--- config.mk ---
export PLATFORM = sky130hd
export DESIGN_NAME = rtcca_top
export DESIGN_NICKNAME = d
export VERILOG_FILES = /design/src/common/rtcca_pkg.sv /design/src/hw/rtcca_top.sv
export VERILOG_INCLUDE_DIRS = /design/src /design/src/common
export SDC_FILE = /design/constraint.sdc
export NUM_CORES = 1
export LEC_CHECK = 0
export BUFFER_PORTS_ARGS = -buffer_cell sky130_fd_sc_hd__buf_2
export CAP_MARGIN = 20
export CORE_MARGIN = 1.5
export CORE_UTILIZATION = 50
export DETAILED_ROUTE_END_ITERATION = 10
export PLACE_DENSITY_LB_ADDON = 0.05
export SETUP_SLACK_MARGIN = 0.1
export SYNTH_ARGS = -nofsm -noshare
export SYNTH_HDL_FRONTEND = slang
export SYNTH_SLANG_ARGS = --single-unit
--- constraint.sdc ---
create_clock -name i_clk -period 2.85 [get_ports i_clk]
set_clock_uncertainty 0.15 [all_clocks]
set_input_delay 0.285 -clock i_clk [delete_from_list [all_inputs] [get_ports i_clk]]
set_output_delay 0.285 -clock i_clk [all_outputs]
set_load 0.005 [all_outputs]
--- src/common/rtcca_params.svh ---
`ifndef RTCCA_PARAMS_SVH
`define RTCCA_PARAMS_SVH
// register byte offsets
`define RTCCA_OFS_CFG 12'h000
`define RTCCA_OFS_PAD 12'h004
`define RTCCA_OFS_ALCFG 12'h008
`define RTCCA_OFS_VAL 12'h00C
`define RTCCA_OFS_ALM 12'h010
`define RTCCA_OFS_KEY 12'h014
// clock_config_and_trim field positions
`define RTCCA_B_EN 15
`define RTCCA_B_UNLOCK 13
`define RTCCA_B_OE 10
// pad_output_config field position
`define RTCCA_B_PINSEL 1
// unlock key sequence
`define RTCCA_KEY1 8'h55
`define RTCCA_KEY2 8'hAA
// timing: crystal pulses per second, carry window before rollover
`define RTCCA_XTAL_HZ 32768
`define RTCCA_SYNC_WIN 17'h0020
// time reset value: 2000-01-01 00:00:00
`define RTCCA_DAY_RST 8'h01
`define RTCCA_MON_RST 8'h01
// stored value masks
`define RTCCA_M_SEC 8'h7F
`define RTCCA_M_HR 8'h3F
`define RTCCA_M_WD 8'h07
`define RTCCA_M_MON 8'h1F
`endif

--- src/common/rtcca_pkg.sv ---
`default_nettype none
package rtcca_pkg;
  typedef enum logic [1:0] {
    RTCCA_IDLE = 2'b00,
    RTCCA_ACC = 2'b01,
    RTCCA_DONE = 2'b11
  } rtcca_apb_t;
  typedef enum logic [1:0] {
    RTCCA_KEY_NONE = 2'b00,
    RTCCA_KEY_55 = 2'b01,
    RTCCA_KEY_OK = 2'b11
  } rtcca_key_t;
  typedef struct packed {
    logic en;
    logic unlock;
    logic oe;
    logic [1:0] ptr;
    logic [7:0] cal;
  } rtcca_cfg_t;
  typedef struct packed {
    logic [7:0] sec;
    logic [7:0] min;
    logic [7:0] hr;
    logic [7:0] wday;
    logic [7:0] day;
    logic [7:0] mon;
    logic [7:0] yr;
  } rtcca_time_t;
  typedef struct packed {
    rtcca_apb_t apb;
    rtcca_key_t key;
    rtcca_cfg_t cfg;
    logic pin_sel;
    logic armed;
    logic chime;
    logic [3:0] ival;
    logic [1:0] aptr;
    logic [7:0] rpt;
    rtcca_time_t tm;
    rtcca_time_t al;
    logic [16:0] cnt;
    logic [2:0] xs;
    logic chk;
    logic half_chk;
    logic evt;
    logic pin;
    logic pin_oe_b;
    logic [31:0] rdata;
    logic slverr;
  } rtcca_st_t;
endpackage
`default_nettype wire

--- src/hw/rtcca_top.sv ---
`timescale 1ns/1ps
`default_nettype none
`include "rtcca_params.svh"
module rtcca_top
  import rtcca_pkg::*;
#(
  parameter int unsigned XTAL_HZ = `RTCCA_XTAL_HZ
) (
  input wire logic i_clk, // 100 MHz system clock
  input wire logic i_rst_b, // system reset, sync, active low
  input wire logic i_por_b, // power-on reset, sync, active low
  input wire logic i_xtal, // 32.768 kHz crystal clock, async
  input wire logic i_psel, // apb select
  input wire logic i_penable, // apb enable
  input wire logic i_pwrite, // apb direction
  input wire logic [11:0] i_paddr, // apb byte address
  input wire logic [31:0] i_pwdata, // apb write data
  input wire logic [3:0] i_pstrb, // apb byte strobes
  output logic [31:0] o_prdata, // apb read data
  output logic o_pready, // apb ready
  output logic o_pslverr, // apb error, unmapped address
  output logic o_rtc_pin, // clock output pin value
  output logic o_rtc_pin_oe_b, // pin enable, low while driving
  output logic o_alarm_evt // one-cycle alarm event
);
  localparam logic [16:0] LAST = 17'(XTAL_HZ - 1);
  localparam logic [16:0] HALF = 17'(XTAL_HZ / 2);

  rtcca_st_t s_q, s_d;

  // =========================================================
  // bcd helpers
  function automatic logic [7:0] bcd_inc(input logic [7:0] v);
    bcd_inc = (v[3:0] == 4'h9) ? {v[7:4] + 4'h1, 4'h0} : v + 8'h01;
  endfunction

  function automatic logic is_leap(input logic [7:0] y);
    if (y[4]) begin
      is_leap = (y[3:0] == 4'h2) || (y[3:0] == 4'h6);
    end else begin
      is_leap = (y[3:0] == 4'h0) || (y[3:0] == 4'h4) || (y[3:0] == 4'h8);
    end
  endfunction

  function automatic logic [7:0] last_day(input logic [7:0] m, input logic [7:0] y);
    case (m)
      8'h02: last_day = is_leap(y) ? 8'h29 : 8'h28;
      8'h04, 8'h06, 8'h09, 8'h11: last_day = 8'h30;
      default: last_day = 8'h31;
    endcase
  endfunction

  // =========================================================
  // timebase status
  logic rise, half_now, sync_now, sec_tick, half_tick, min_roll;
  logic [16:0] cal_off;
  always_comb begin
    rise = s_q.xs[1] & ~s_q.xs[2];
    half_now = $signed(s_q.cnt) >= $signed(HALF);
    sync_now = s_q.cfg.en & ($signed(s_q.cnt) >= $signed(LAST - `RTCCA_SYNC_WIN));
    sec_tick = s_q.cfg.en & rise & (s_q.cnt == LAST);
    half_tick = s_q.cfg.en & rise & (s_q.cnt == HALF - 17'h00001);
    min_roll = sec_tick & (s_q.tm.sec == 8'h59);
    cal_off = {{7{s_q.cfg.cal[7]}}, s_q.cfg.cal, 2'b00};
  end

  // =========================================================
  // alarm compare
  logic m_s1, m_s, m_m1, m_m, m_h, m_w, m_d, m_mo, hit;
  always_comb begin
    m_s1 = s_q.tm.sec[3:0] == s_q.al.sec[3:0];
    m_s = s_q.tm.sec == s_q.al.sec;
    m_m1 = m_s & (s_q.tm.min[3:0] == s_q.al.min[3:0]);
    m_m = m_s & (s_q.tm.min == s_q.al.min);
    m_h = m_m & (s_q.tm.hr == s_q.al.hr);
    m_w = m_h & (s_q.tm.wday == s_q.al.wday);
    m_d = m_h & (s_q.tm.day == s_q.al.day);
    m_mo = m_d & (s_q.tm.mon == s_q.al.mon);
    case (s_q.ival)
      4'h0: hit = s_q.chk | s_q.half_chk;
      4'h1: hit = s_q.chk;
      4'h2: hit = s_q.chk & m_s1;
      4'h3: hit = s_q.chk & m_s;
      4'h4: hit = s_q.chk & m_m1;
      4'h5: hit = s_q.chk & m_m;
      4'h6: hit = s_q.chk & m_h;
      4'h7: hit = s_q.chk & m_w;
      4'h8: hit = s_q.chk & m_d;
      4'h9: hit = s_q.chk & m_mo;
      default: hit = 1'b0;
    endcase
  end

  // =========================================================
  // apb decode
  logic done, wr, rd_eff, a_cfg, a_pad, a_alc, a_val, a_alm, a_key, mapped;
  logic [15:0] val_rd, alm_rd;
  always_comb begin
    done = (s_q.apb == RTCCA_DONE) & i_psel & i_penable;
    wr = done & i_pwrite;
    a_cfg = i_paddr == `RTCCA_OFS_CFG;
    a_pad = i_paddr == `RTCCA_OFS_PAD;
    a_alc = i_paddr == `RTCCA_OFS_ALCFG;
    a_val = i_paddr == `RTCCA_OFS_VAL;
    a_alm = i_paddr == `RTCCA_OFS_ALM;
    a_key = i_paddr == `RTCCA_OFS_KEY;
    mapped = a_cfg | a_pad | a_alc | a_val | a_alm | a_key;
    // a read of either byte moves the pointer, a write only via the high byte
    rd_eff = ~i_pwrite | i_pstrb[1];
    case (s_q.cfg.ptr)
      2'b00: val_rd = {s_q.tm.min, s_q.tm.sec};
      2'b01: val_rd = {s_q.tm.wday, s_q.tm.hr};
      2'b10: val_rd = {s_q.tm.mon, s_q.tm.day};
      default: val_rd = {8'h00, s_q.tm.yr};
    endcase
    case (s_q.aptr)
      2'b00: alm_rd = {s_q.al.min, s_q.al.sec};
      2'b01: alm_rd = {s_q.al.wday, s_q.al.hr};
      2'b10: alm_rd = {s_q.al.mon, s_q.al.day};
      default: alm_rd = 16'h0000;
    endcase
  end

  // =========================================================
  // next state
  always_comb begin
    s_d = s_q;
    s_d.xs = {s_q.xs[1:0], i_xtal};
    s_d.chk = sec_tick;
    s_d.half_chk = half_tick;
    // time advance
    if (s_q.cfg.en && rise) begin
      if (s_q.cnt == LAST) begin
        // trim lands once a minute by shortening or stretching the next second
        s_d.cnt = min_roll ? cal_off : 17'h00000;
      end else begin
        s_d.cnt = s_q.cnt + 17'h00001;
      end
    end
    if (sec_tick) begin
      s_d.tm.sec = (s_q.tm.sec == 8'h59) ? 8'h00 : bcd_inc(s_q.tm.sec);
      if (s_q.tm.sec == 8'h59) begin
        s_d.tm.min = (s_q.tm.min == 8'h59) ? 8'h00 : bcd_inc(s_q.tm.min);
        if (s_q.tm.min == 8'h59) begin
          s_d.tm.hr = (s_q.tm.hr == 8'h23) ? 8'h00 : bcd_inc(s_q.tm.hr);
          if (s_q.tm.hr == 8'h23) begin
            s_d.tm.wday = (s_q.tm.wday == 8'h06) ? 8'h00 : s_q.tm.wday + 8'h01;
            if (s_q.tm.day == last_day(s_q.tm.mon, s_q.tm.yr)) begin
              s_d.tm.day = `RTCCA_DAY_RST;
              s_d.tm.mon = (s_q.tm.mon == 8'h12) ? `RTCCA_MON_RST : bcd_inc(s_q.tm.mon);
              if (s_q.tm.mon == 8'h12) begin
                s_d.tm.yr = (s_q.tm.yr == 8'h99) ? 8'h00 : bcd_inc(s_q.tm.yr);
              end
            end else begin
              s_d.tm.day = bcd_inc(s_q.tm.day);
            end
          end
        end
      end
    end
    // alarm event
    s_d.evt = s_q.armed & hit;
    if (s_d.evt) begin
      if (s_q.rpt != 8'h00 || s_q.chime) begin
        s_d.rpt = s_q.rpt - 8'h01;
      end
      if (s_q.rpt == 8'h00 && !s_q.chime) begin
        s_d.armed = 1'b0;
      end
    end
    // apb handshake: setup, one wait cycle, then ready
    case (s_q.apb)
      RTCCA_IDLE: begin
        if (i_psel && i_penable) begin
          s_d.apb = RTCCA_ACC;
        end
      end
      RTCCA_ACC: begin
        s_d.apb = RTCCA_DONE;
        s_d.slverr = ~mapped;
        s_d.rdata = 32'h0000_0000;
        if (!i_pwrite) begin
          if (a_cfg) begin
            s_d.rdata[15:0] = {s_q.cfg.en, 1'b0, s_q.cfg.unlock, sync_now, half_now,
                               s_q.cfg.oe, s_q.cfg.ptr, s_q.cfg.cal};
          end
          if (a_pad) begin
            s_d.rdata[`RTCCA_B_PINSEL] = s_q.pin_sel;
          end
          if (a_alc) begin
            s_d.rdata[15:0] = {s_q.armed, s_q.chime, s_q.ival, s_q.aptr, s_q.rpt};
          end
          if (a_val) begin
            s_d.rdata[15:0] = val_rd;
          end
          if (a_alm) begin
            s_d.rdata[15:0] = alm_rd;
          end
        end
      end
      RTCCA_DONE: begin
        s_d.apb = RTCCA_IDLE;
        s_d.slverr = 1'b0;
      end
      default: s_d.apb = RTCCA_IDLE;
    endcase
    // completion effects
    if (done) begin
      s_d.key = RTCCA_KEY_NONE;
      if (wr && a_key && i_pstrb[0]) begin
        if (i_pwdata[7:0] == `RTCCA_KEY1) begin
          s_d.key = RTCCA_KEY_55;
        end else if (i_pwdata[7:0] == `RTCCA_KEY2 && s_q.key == RTCCA_KEY_55) begin
          s_d.key = RTCCA_KEY_OK;
        end
      end
      if (wr && a_cfg) begin
        if (i_pstrb[0]) begin
          s_d.cfg.cal = i_pwdata[7:0];
        end
        if (i_pstrb[1]) begin
          s_d.cfg.oe = i_pwdata[`RTCCA_B_OE];
          s_d.cfg.ptr = i_pwdata[9:8];
          // set only straight after the key pair, clear at any time
          s_d.cfg.unlock = i_pwdata[`RTCCA_B_UNLOCK] & (s_q.cfg.unlock | (s_q.key == RTCCA_KEY_OK));
          if (s_q.cfg.unlock) begin
            s_d.cfg.en = i_pwdata[`RTCCA_B_EN];
          end
        end
      end
      if (wr && a_pad && i_pstrb[0]) begin
        s_d.pin_sel = i_pwdata[`RTCCA_B_PINSEL];
      end
      if (wr && a_alc) begin
        if (i_pstrb[0]) begin
          s_d.rpt = i_pwdata[7:0];
        end
        if (i_pstrb[1]) begin
          {s_d.armed, s_d.chime, s_d.ival, s_d.aptr} = i_pwdata[15:8];
        end
      end
      if (wr && a_val && s_q.cfg.unlock) begin
        case (s_q.cfg.ptr)
          2'b00: begin
            if (i_pstrb[0]) begin
              s_d.tm.sec = i_pwdata[7:0] & `RTCCA_M_SEC;
              s_d.cnt = 17'h00000;
            end
            if (i_pstrb[1]) begin
              s_d.tm.min = i_pwdata[15:8] & `RTCCA_M_SEC;
            end
          end
          2'b01: begin
            if (i_pstrb[0]) begin
              s_d.tm.hr = i_pwdata[7:0] & `RTCCA_M_HR;
            end
            if (i_pstrb[1]) begin
              s_d.tm.wday = i_pwdata[15:8] & `RTCCA_M_WD;
            end
          end
          2'b10: begin
            if (i_pstrb[0]) begin
              s_d.tm.day = i_pwdata[7:0] & `RTCCA_M_HR;
            end
            if (i_pstrb[1]) begin
              s_d.tm.mon = i_pwdata[15:8] & `RTCCA_M_MON;
            end
          end
          default: begin
            if (i_pstrb[0]) begin
              s_d.tm.yr = i_pwdata[7:0];
            end
          end
        endcase
      end
      if (wr && a_alm) begin
        case (s_q.aptr)
          2'b00: begin
            if (i_pstrb[0]) begin
              s_d.al.sec = i_pwdata[7:0] & `RTCCA_M_SEC;
            end
            if (i_pstrb[1]) begin
              s_d.al.min = i_pwdata[15:8] & `RTCCA_M_SEC;
            end
          end
          2'b01: begin
            if (i_pstrb[0]) begin
              s_d.al.hr = i_pwdata[7:0] & `RTCCA_M_HR;
            end
            if (i_pstrb[1]) begin
              s_d.al.wday = i_pwdata[15:8] & `RTCCA_M_WD;
            end
          end
          2'b10: begin
            if (i_pstrb[0]) begin
              s_d.al.day = i_pwdata[7:0] & `RTCCA_M_HR;
            end
            if (i_pstrb[1]) begin
              s_d.al.mon = i_pwdata[15:8] & `RTCCA_M_MON;
            end
          end
          default: begin
          end
        endcase
      end
      // pointers step after the access, so the access used the old pair
      if (a_val && rd_eff && s_q.cfg.ptr != 2'b00 && !(wr && a_cfg)) begin
        s_d.cfg.ptr = s_q.cfg.ptr - 2'b01;
      end
      if (a_alm && rd_eff && s_q.aptr != 2'b00) begin
        s_d.aptr = s_q.aptr - 2'b01;
      end
    end
    // output pin
    s_d.pin = s_q.pin_sel ? ~half_now : s_d.evt;
    s_d.pin_oe_b = ~s_q.cfg.oe;
  end

  // =========================================================
  // state register
  localparam rtcca_st_t ST_RST = '{
    apb: RTCCA_IDLE,
    key: RTCCA_KEY_NONE,
    tm: '{day: `RTCCA_DAY_RST, mon: `RTCCA_MON_RST, default: 8'h00},
    al: '{day: `RTCCA_DAY_RST, mon: `RTCCA_MON_RST, default: 8'h00},
    pin_oe_b: 1'b1,
    default: '0
  };
  always_ff @(posedge i_clk) begin
    if (!i_por_b) begin
      s_q <= ST_RST;
    end else if (!i_rst_b) begin
      s_q <= ST_RST;
      s_q.cfg <= s_q.cfg;
    end else begin
      s_q <= s_d;
    end
  end

  always_comb begin
    o_prdata = s_q.rdata;
    o_pready = s_q.apb[1];
    o_pslverr = s_q.slverr;
    o_rtc_pin = s_q.pin;
    o_rtc_pin_oe_b = s_q.pin_oe_b;
    o_alarm_evt = s_q.evt;
  end
endmodule
`default_nettype wire

==> flow_summary.ini, run 1 <==
[outcome]
status = finished clean

[final_layout]
area_growth_pct = 19.0
final_cells = 1684
drive_above_1_share_pct = 19.2
nets = 1494
antennaDiodeCount = 0
fill_cells = 1794

[setup_path]
reg2reg_from = s_q[110]
cp-start-kind = flip-flop
reg2reg_depth = 9
critPathBufInv = 1
crit_path_cell_trace = xnor2_2 -> nand2_1 -> or4_4 -> or4_4 -> a21oi_4 -> o21ai_4 -> buf_6 -> or3_1 -> a31oi_1
critPathTopFamily = simple AND/OR/NAND/NOR gates
cp_slowest_cell = or4_4
cp.required_ns = 3.06
endpoint_kind = flip-flop
crit_top_cell = or4_4
reg2reg_slack_ns = 0.08
worst_r2r_endpoint = s_q[174]
slowest_delay_ns = 0.54
cp_num_cells = 9
cp_max_fo = 8
worstPathArrival_ns = 2.98
crit_start = s_q[110]
worstSetupPathType = reg2reg
endpoint = s_q[174]

[timing]
slew_headroom_pct = 40.3
slew_viol_final = 0
finalCriticalPeriod_ns = 2.77
fin_crit_sh_pct = 97.1
grt_setup_unrepaired = true
worst_hold_slack_ns = 0.00965
max_clock_freq_mhz = 361
hold_viol = 0
setup_viol = 0
worstMarginPinSlew_ns = 0.895

[route]
wl_per_cell_um = 20.2
viasPerCell = 6.11
wl_mm = 34.1
route.vias.total = 10300
post-route-drc-count = 0
dr.pass1.iters = 8
ant_nets = 0
drt_iter0_markers = 1082

[global_route]
met1_usage_pct = 44.3
grt_first_pass_wirelength_mm = 52.0
overflow = 0
gr-usage-met3_pct = 5.39
antenna_found_initial = 0
grt_util_all_layers_pct = 31.3
top_usage_layer = met2
grt_pass1_vias = 9229
grt_util_met2_pct = 49.1
grt_max_degree = 44

[cts]
htree_levels = 4
cts-buffers-inserted = 17
cts-root-buf = clkbuf_16
cts_buffer_depth = 2
cts_tree = built
cts.clk_slew.worst_paths_ns = 0.07
clock-sinks = 166
clkLatencyLatePin_ns = 0.44

[yosys]
yosysMostFrequentCell = dfxtp_1
synth_commonest_cells = dfxtp_1, nor2_1, nand2_1
synth_area_per_cell_sq_um = 7.79
ys_seq_area_share_pct = 32.7
synth-edff-count = 0
ys_warn_count = 0
synth.distinct_cells = 75
async_reset_ff_share_pct = 0
synth_area_leader_cell = dfxtp_1
syn_inst = 1304
syn_area_sq_um = 10200
ys_top_cells_by_area = dfxtp_1, nor2_1, a21oi_1, ha_1, nand2_1
synth_seq_cells = 166
yosysTopAreaCellShare_pct = 32.7
ys.flop_type = dfxtp_1

[place]
placed_cells = 1637
routabilityCongestion = 0.956
hpwl_mm = 25.1
io_buffers = 57

[power_and_ir_drop]
p_per_area_nw_per_um2 = 414
max-vdd-ir-drop_uv = 534
p_leak_uw = 0.00462

[die]
die_w_um = 146
dieArea_sq_um = 21200
coreArea_sq_um = 19700
die_h_um = 146
row_count = 51
io_pins = 92
start_util_pct = 51.5

[worst_hold_path]
min_path_type = in2reg

[flow_run]
drv_cap = 0
==> per-stage QoR <==
stage / setup WS, ns / area [sq um] / util (%) / total power, uW / setup TNS, ns
3_5_place_dp: -0.0503 / 11200 / 56.7 / 2540 / -0.167
3_3_place_gp: 0.00262 / 11200 / 56.7 / 2540 / 0
2_1_floorplan: 0.112 / 10200 / - / 2470 / 0
4_1_cts: 0.0222 / 11900 / 60.5 / 5030 / 0
6_report: 0.0823 / 12100 / 61.3 / 5000 / 0
5_1_grt: 0.00455 / 12100 / 61.3 / 5130 / 0
==> power breakdown <==
part           internal, uW  leakage, uW  total, uW  switching, uW
Clock                  1420     0.000312       2510           1090
Sequential             2320      0.00134       2320           1.12
Combinational          48.9      0.00296        177            128
Total                  3790      0.00462       5000           1220
==> state kept, by name (all words and copies together), names as in the netlist <==
name,flops
cal_off,8
o_alarm_evt,1
o_prdata,16
o_pready,1
o_pslverr,1
o_rtc_pin,1
o_rtc_pin_oe_b,1
s_d,2
s_q,135
==> placed cells by master, fill, tap and decap left out, types with 9 or more instances in the layout <==
master	n
dfxtp_1	155
nor2_1	136
buf_4	129
nand2_1	106
a21oi_1	95
nand3_1	62
o21ai_0	61
buf_2	57
nor3_1	43
mux2i_1	38
inv_1	34
xnor2_1	31
ha_1	31
a211oi_1	26
a222oi_1	25
and3_1	22
nor2b_1	22
xor2_1	19
nand4_1	18
a22oi_1	18
a31oi_1	17
clkbuf_16	17
conb_1	16
nor4_1	14
or3_1	14
o211ai_1	13
a221oi_1	11
or4_1	9
nand3b_1	9
nand2b_1	9
==> what timing repair did <==
item / 4_1_cts / 5_1_grt
pin swaps: 9 / 18
buffers inserted: 2 / 8
hold endpoints to repair: 8 / 0
setup endpoints to repair: 17 / 29
resized for setup: 14 / 24
hold buffers: 5 / 0
==> tightest hold or removal path: stages <==
cell	delay [ns]
buf_2	0.10
a21oi_1	0.06
nor3_1	0.11
==> metal layers <==
layer / wire, um / vias to the layer above
met5: 0 / -
met2: 15400 / 422
li1: - / 4896
met4: 619 / 0
met3: 2660 / 42
met1: 15300 / 4935
==> layout make-up <==
class | count | area (sq um) | share of cell area, %
clock buffers | 17 | 425 | 3.52
clock inverters | 15 | 206 | 1.71
inverters | 35 | 131 | 1.09
multi-input cells | 990 | 6260 | 51.8
flip-flops and latches | 166 | 3350 | 27.7
well taps | 265 | 332 | 2.74
repair buffers | 196 | 1390 | 11.5
==> kinds of logic after synthesis <==
| group | synth area share, % |
|---|---|
| other | 0.0369 |
| AOI/OAI and AO/OA | 21.6 |
| DFF | 32.7 |
| adders and majority gates | 4.06 |
| muxes | 3.97 |
| xor gates and xnor gates | 4.82 |
| and+or+nand+nor | 25.4 |
| buffers and inverters | 7.46 |
==> worst min path at each step <==
| stage | startpoint | end | cells past startpoint | slack (ns) |
|---|---|---|---|---|
| 5_1_grt | i_pwdata[12] | s_q[182] | 3 | 0.03 |
| 4_1_cts | i_penable | s_q[202] | 3 | 0.004 |
| 6_report | i_penable | s_q[202] | 3 | 0.01 |
| 3_3_place_gp | s_q[197] | o_rtc_pin_oe_b | 1 | 0.26 |
| 2_1_floorplan | s_q[197] | o_rtc_pin_oe_b | 1 | 0.22 |
| 3_5_place_dp | s_q[197] | o_rtc_pin_oe_b | 1 | 0.26 |
Power figures use the tool's default switching activity.
==> run 2: changes to the inputs <==
- CORE_MARGIN: 1.5 -> default
- SKIP_LAST_GASP: default -> 1
==> flow_summary.ini, run 2 (same netlist as run 1, synthesis figures left out) <==
[power_and_ir_drop]
power.total_uw = 4850
pwr-share-seq_pct = 47.9
p_per_area_nw_per_um2 = 399
p_sw_uw = 1220
max-vdd-ir-drop_uv = 391
comb_power_share_pct = 3.5
p_int_uw = 3630
p_clk_share_pct = 48.6
p_sw_share_pct = 25.2
p_leak_uw = 0.00469

[timing]
hold_viol = 0
max_clock_freq_mhz = 344
worstMarginPinSlew_ns = 0.955
fin_crit_sh_pct = 102
finalWorstSetupSlack_ns = -0.0610
grt_setup_unrepaired = true
finalCriticalPeriod_ns = 2.91
finalSetupTns_ns = -0.193
slew_headroom_pct = 36.4
setup_viol = 5
worst_hold_slack_ns = 0.00698
slew_viol_final = 0

[final_layout]
layout.cells.most_common_list = dfxtp_1, buf_4, nor2_1
fin_util_pct = 61.7
regArea_sq_um = 3330
largest-register = s_q
final_cells = 1698
drive_above_1_share_pct = 20.0
layout.cells.most_common = dfxtp_1
largest_register_ffs = 135
multi_input_area_sq_um = 6280
antennaDiodeCount = 0
area_growth_pct = 19.7
fill_cells = 1813
nets = 1509

[global_route]
antenna_found_initial = 0
grt_util_all_layers_pct = 33.4
grt_max_degree = 64
grt_pass1_vias = 9109
overflow = 0
grt_first_pass_wirelength_mm = 51.9

[place]
hpwl_mm = 25.3
placed_cells = 1656
io_buffers = 57
routabilityCongestion = 0.943

[route]
wl_per_cell_um = 20.3
wl_mm = 34.4
viasPerCell = 6.07
post-route-drc-count = 0
route.vias.total = 10300
drt_iter0_markers = 1353
dr.pass1.iters = 7
ant_nets = 0

[outcome]
status = complete, but fails checks
failed_checks = setup timing

[cts]
clock-sinks = 166
cts-buffers-inserted = 17
cts-root-buf = clkbuf_16
cts_buffer_depth = 2
clkLatencyLatePin_ns = 0.44
htree_levels = 4
cts.clk_slew.worst_paths_ns = 0.07
cts_tree = built

[die]
dieArea_sq_um = 20900
die_w_um = 145
row_count = 51
die_h_um = 145
start_util_pct = 51.5
coreArea_sq_um = 19700
io_pins = 92

[setup_path]
cp.required_ns = 3.07
cp-start-kind = flip-flop
cp_max_fo = 3
worstSetupPathType = reg2reg
endpoint_kind = flip-flop
worstPathArrival_ns = 3.13

[worst_hold_path]
min_path_type = in2reg

[flow_run]
drv_cap = 0
==> run 2: area by class of cell <==
cell class                 instances  share of cell area (%)
tap                              265                    2.73
clock inverter                    12                    1.15
sequential                       166                    27.4
multi-input combinational        990                    51.6
timing repair buffer             211                    12.3
clock buffer                      19                    3.64
inverter                          35                    1.08
==> run 2: worst max-delay path, stage by stage, from the launching register on <==
cell     delay [ns]
dfxtp_2        0.32
buf_6          0.12
xnor2_2        0.11
nand2_1        0.07
or4_4          0.53
or4_4          0.56
a21oi_4        0.21
buf_4          0.16
buf_6          0.09
nor2_4         0.04
or3_1          0.31
a31oi_1        0.16
==> run 2: worst paths after layout <==
kind | startpoint | end | slack, ns | cells past startpoint
max | s_q[166] | s_q[176] | -0.06 | 11
min | i_pwdata[14] | s_q[184] | 0.007 | 3
max reg2reg | s_q[166] | s_q[176] | -0.06 | 11
min reg2reg | o_prdata[12] | o_prdata[12] | 0.32 | 2
==> run 2: stage by stage <==
step | setup WS, ns | cell area (sq um)
2_1_floorplan | 0.112 | 10200
3_3_place_gp | -0.0639 | 11300
3_5_place_dp | -0.105 | 11300
4_1_cts | -0.0145 | 12000
5_1_grt | -0.127 | 12200
6_report | -0.0610 | 12200
==> run 2: power by group through the flow <==
stage	Sequential (uW)	Combinational [uW]	Clock, uW
floorplan	2370	96.3	0
detailed placement	2370	165	0
global placement	2370	165	0
finish	2320	172	2360
global route	2320	183	2460
CTS	2320	168	2370
==> run 2: metal layers <==
metal	global-route usage [%]	up-vias	routed length (um)
li1	-	4936	-
met1	45.3	4834	15100
met2	51.8	463	15400
met3	6.09	80	2730
met4	13.9	0	1220
met5	0	-	0
==> run 2: repair_timing <==
item,4_1_cts,5_1_grt
hold endpoints to repair,4,0
pin swaps,5,13
resized for setup,14,24
cloned,0,0
setup endpoints to repair,20,33
hold buffers,3,0
setup buffers,4,5
==> run 3: changes to the inputs <==
- CORE_MARGIN: default -> 1.5
- GPL_TIMING_DRIVEN: default -> 0
==> flow_summary.ini, run 3 (same netlist as run 1, synthesis figures left out) <==
[place]
io_buffers = 49
hpwl_mm = 26.1
place_area_sq_um = 10800
routabilityCongestion = 0.953
placed_cells = 1634

[timing]
worstMarginPinSlew_ns = 0.902
slew_viol_final = 0
setup_viol = 0
worst_hold_slack_ns = 0.0131
fin_crit_sh_pct = 99.7
slew_headroom_pct = 39.9
finalSetupTns_ns = 0
finalCriticalPeriod_ns = 2.84
grt_setup_unrepaired = true
hold_viol = 0
max_clock_freq_mhz = 352

[global_route]
grt_first_pass_wirelength_mm = 54.6
grt_max_degree = 17
grt_pass1_vias = 9235
antenna_found_initial = 0
grt_util_all_layers_pct = 33.4
overflow = 0

[die]
start_util_pct = 51.5
die_w_um = 146
io_pins = 92
dieArea_sq_um = 21200
row_count = 51
coreArea_sq_um = 19700
die_h_um = 146

[cts]
cts.clk_slew.worst_paths_ns = 0.07
cts_buffer_depth = 2
cts_tree = built
htree_levels = 4
clkLatencyLatePin_ns = 0.45
cts-root-buf = clkbuf_16
clock-sinks = 166
cts-buffers-inserted = 17

[outcome]
status = finished clean

[route]
viasPerCell = 6.31
ant_nets = 0
post-route-drc-count = 0
dr.pass1.iters = 6
wl_mm = 36.6
drt_iter0_markers = 1364
wl_per_cell_um = 21.4
route.vias.total = 10800

[final_layout]
fill_cells = 1748
nets = 1515
fin_util_pct = 62.1
largest_register_ffs = 135
area_growth_pct = 20.5
stdcell_area_sq_um = 12200
layout.cells.most_common_list = dfxtp_1, nor2_1, nand2_1
drive_above_1_share_pct = 18.7
antennaDiodeCount = 0
largest-register = s_q
final_cells = 1705
layout.cells.most_common = dfxtp_1

[worst_hold_path]
min_path_type = in2reg
hp-start = i_pwdata[11]
min_to = s_q[181]
whs_path_depth = 3

[setup_path]
worst_r2r_endpoint = s_q[172]
reg2reg_depth = 11
reg2reg_from = s_q[164]
worstSetupPathType = reg2reg
crit_path_cell_trace = buf_6 -> xnor2_2 -> nand4_1 -> or4_4 -> buf_4 -> o41ai_2 -> and3_4 -> o21ai_4 -> buf_6 -> or3_1 -> a31oi_1
worstPathArrival_ns = 3.07
cp.required_ns = 3.08
slowest_delay_ns = 0.55
endpoint_kind = flip-flop
cp-start-kind = flip-flop
cp_max_fo = 5
cp_slowest_cell = or4_4
reg2reg_slack_ns = 0.008
crit_top_cell = buf_6

[power_and_ir_drop]
max-vdd-ir-drop_uv = 431
p_leak_uw = 0.00454
p_per_area_nw_per_um2 = 418

[flow_run]
drv_cap = 0
run 3: worst max-delay path by stage:
stage           startpoint  endpoint  slack, ns  cells after the start
3_3_place_gp   i_paddr[10]   s_q[49]      -0.86                      8
6_report          s_q[164]  s_q[172]      0.008                     11
2_1_floorplan     s_q[164]  s_q[175]       0.11                      9
4_1_cts           s_q[164]  s_q[174]       0.08                     10
5_1_grt           s_q[164]  s_q[174]      -0.12                     11
3_5_place_dp   i_paddr[10]   s_q[49]      -0.90                      8
run 3: through the flow:
step	power [uW]	worst slack [ns]
floorplan	2470	0.112
global route	5220	-0.125
detailed placement	2570	-0.900
CTS	5100	0.0790
finish	5110	0.00759
global placement	2570	-0.862
run 3: area by class of cell:
class	instances	area (sq um)	area share, %
timing repair buffer	91	608	4.97
sequential	166	3360	27.4
inverter	35	131	1.07
clock inverter	14	211	1.73
buffer	126	688	5.62
multi-input combinational	990	6480	53.0
tap	265	332	2.71
clock buffer	18	429	3.51
run 3: critical path: cells and delay by family (launching register included):
family	cells	cell delay, ns
simple gates	4	1.30
compound gates	3	0.47
buf+inv	3	0.41
flops	1	0.32
xor+xnor	1	0.11
run 3: layer usage:
| metal | routed length (um) | up-vias | track usage (%) |
|---|---|---|---|
| met5 | 0 | - | 0 |
| met2 | 16000 | 634 | 50.6 |
| met3 | 3620 | 114 | 4.76 |
| li1 | - | 4954 | - |
| met1 | 15500 | 5065 | 47.3 |
| met4 | 1460 | 0 | 13.9 |
run 3: repair_timing:
| item | 4_1_cts | 5_1_grt |
|---|---|---|
| setup buffers | 22 | 13 |
| setup endpoints to repair | 84 | 107 |
| pin swaps | 19 | 36 |
| hold buffers | 6 | 0 |
| resized for setup | 66 | 81 |
| endpoints found under the hold margin | 8 | 0 |
| cloned | 0 | 2 |
run 3: where the power goes:
group | internal [uW] | switching, uW | leakage (uW)
registers | 2310 | 1.11 | 0.00135
clock network | 1500 | 1100 | 0.000310
logic | 59.2 | 147 | 0.00288
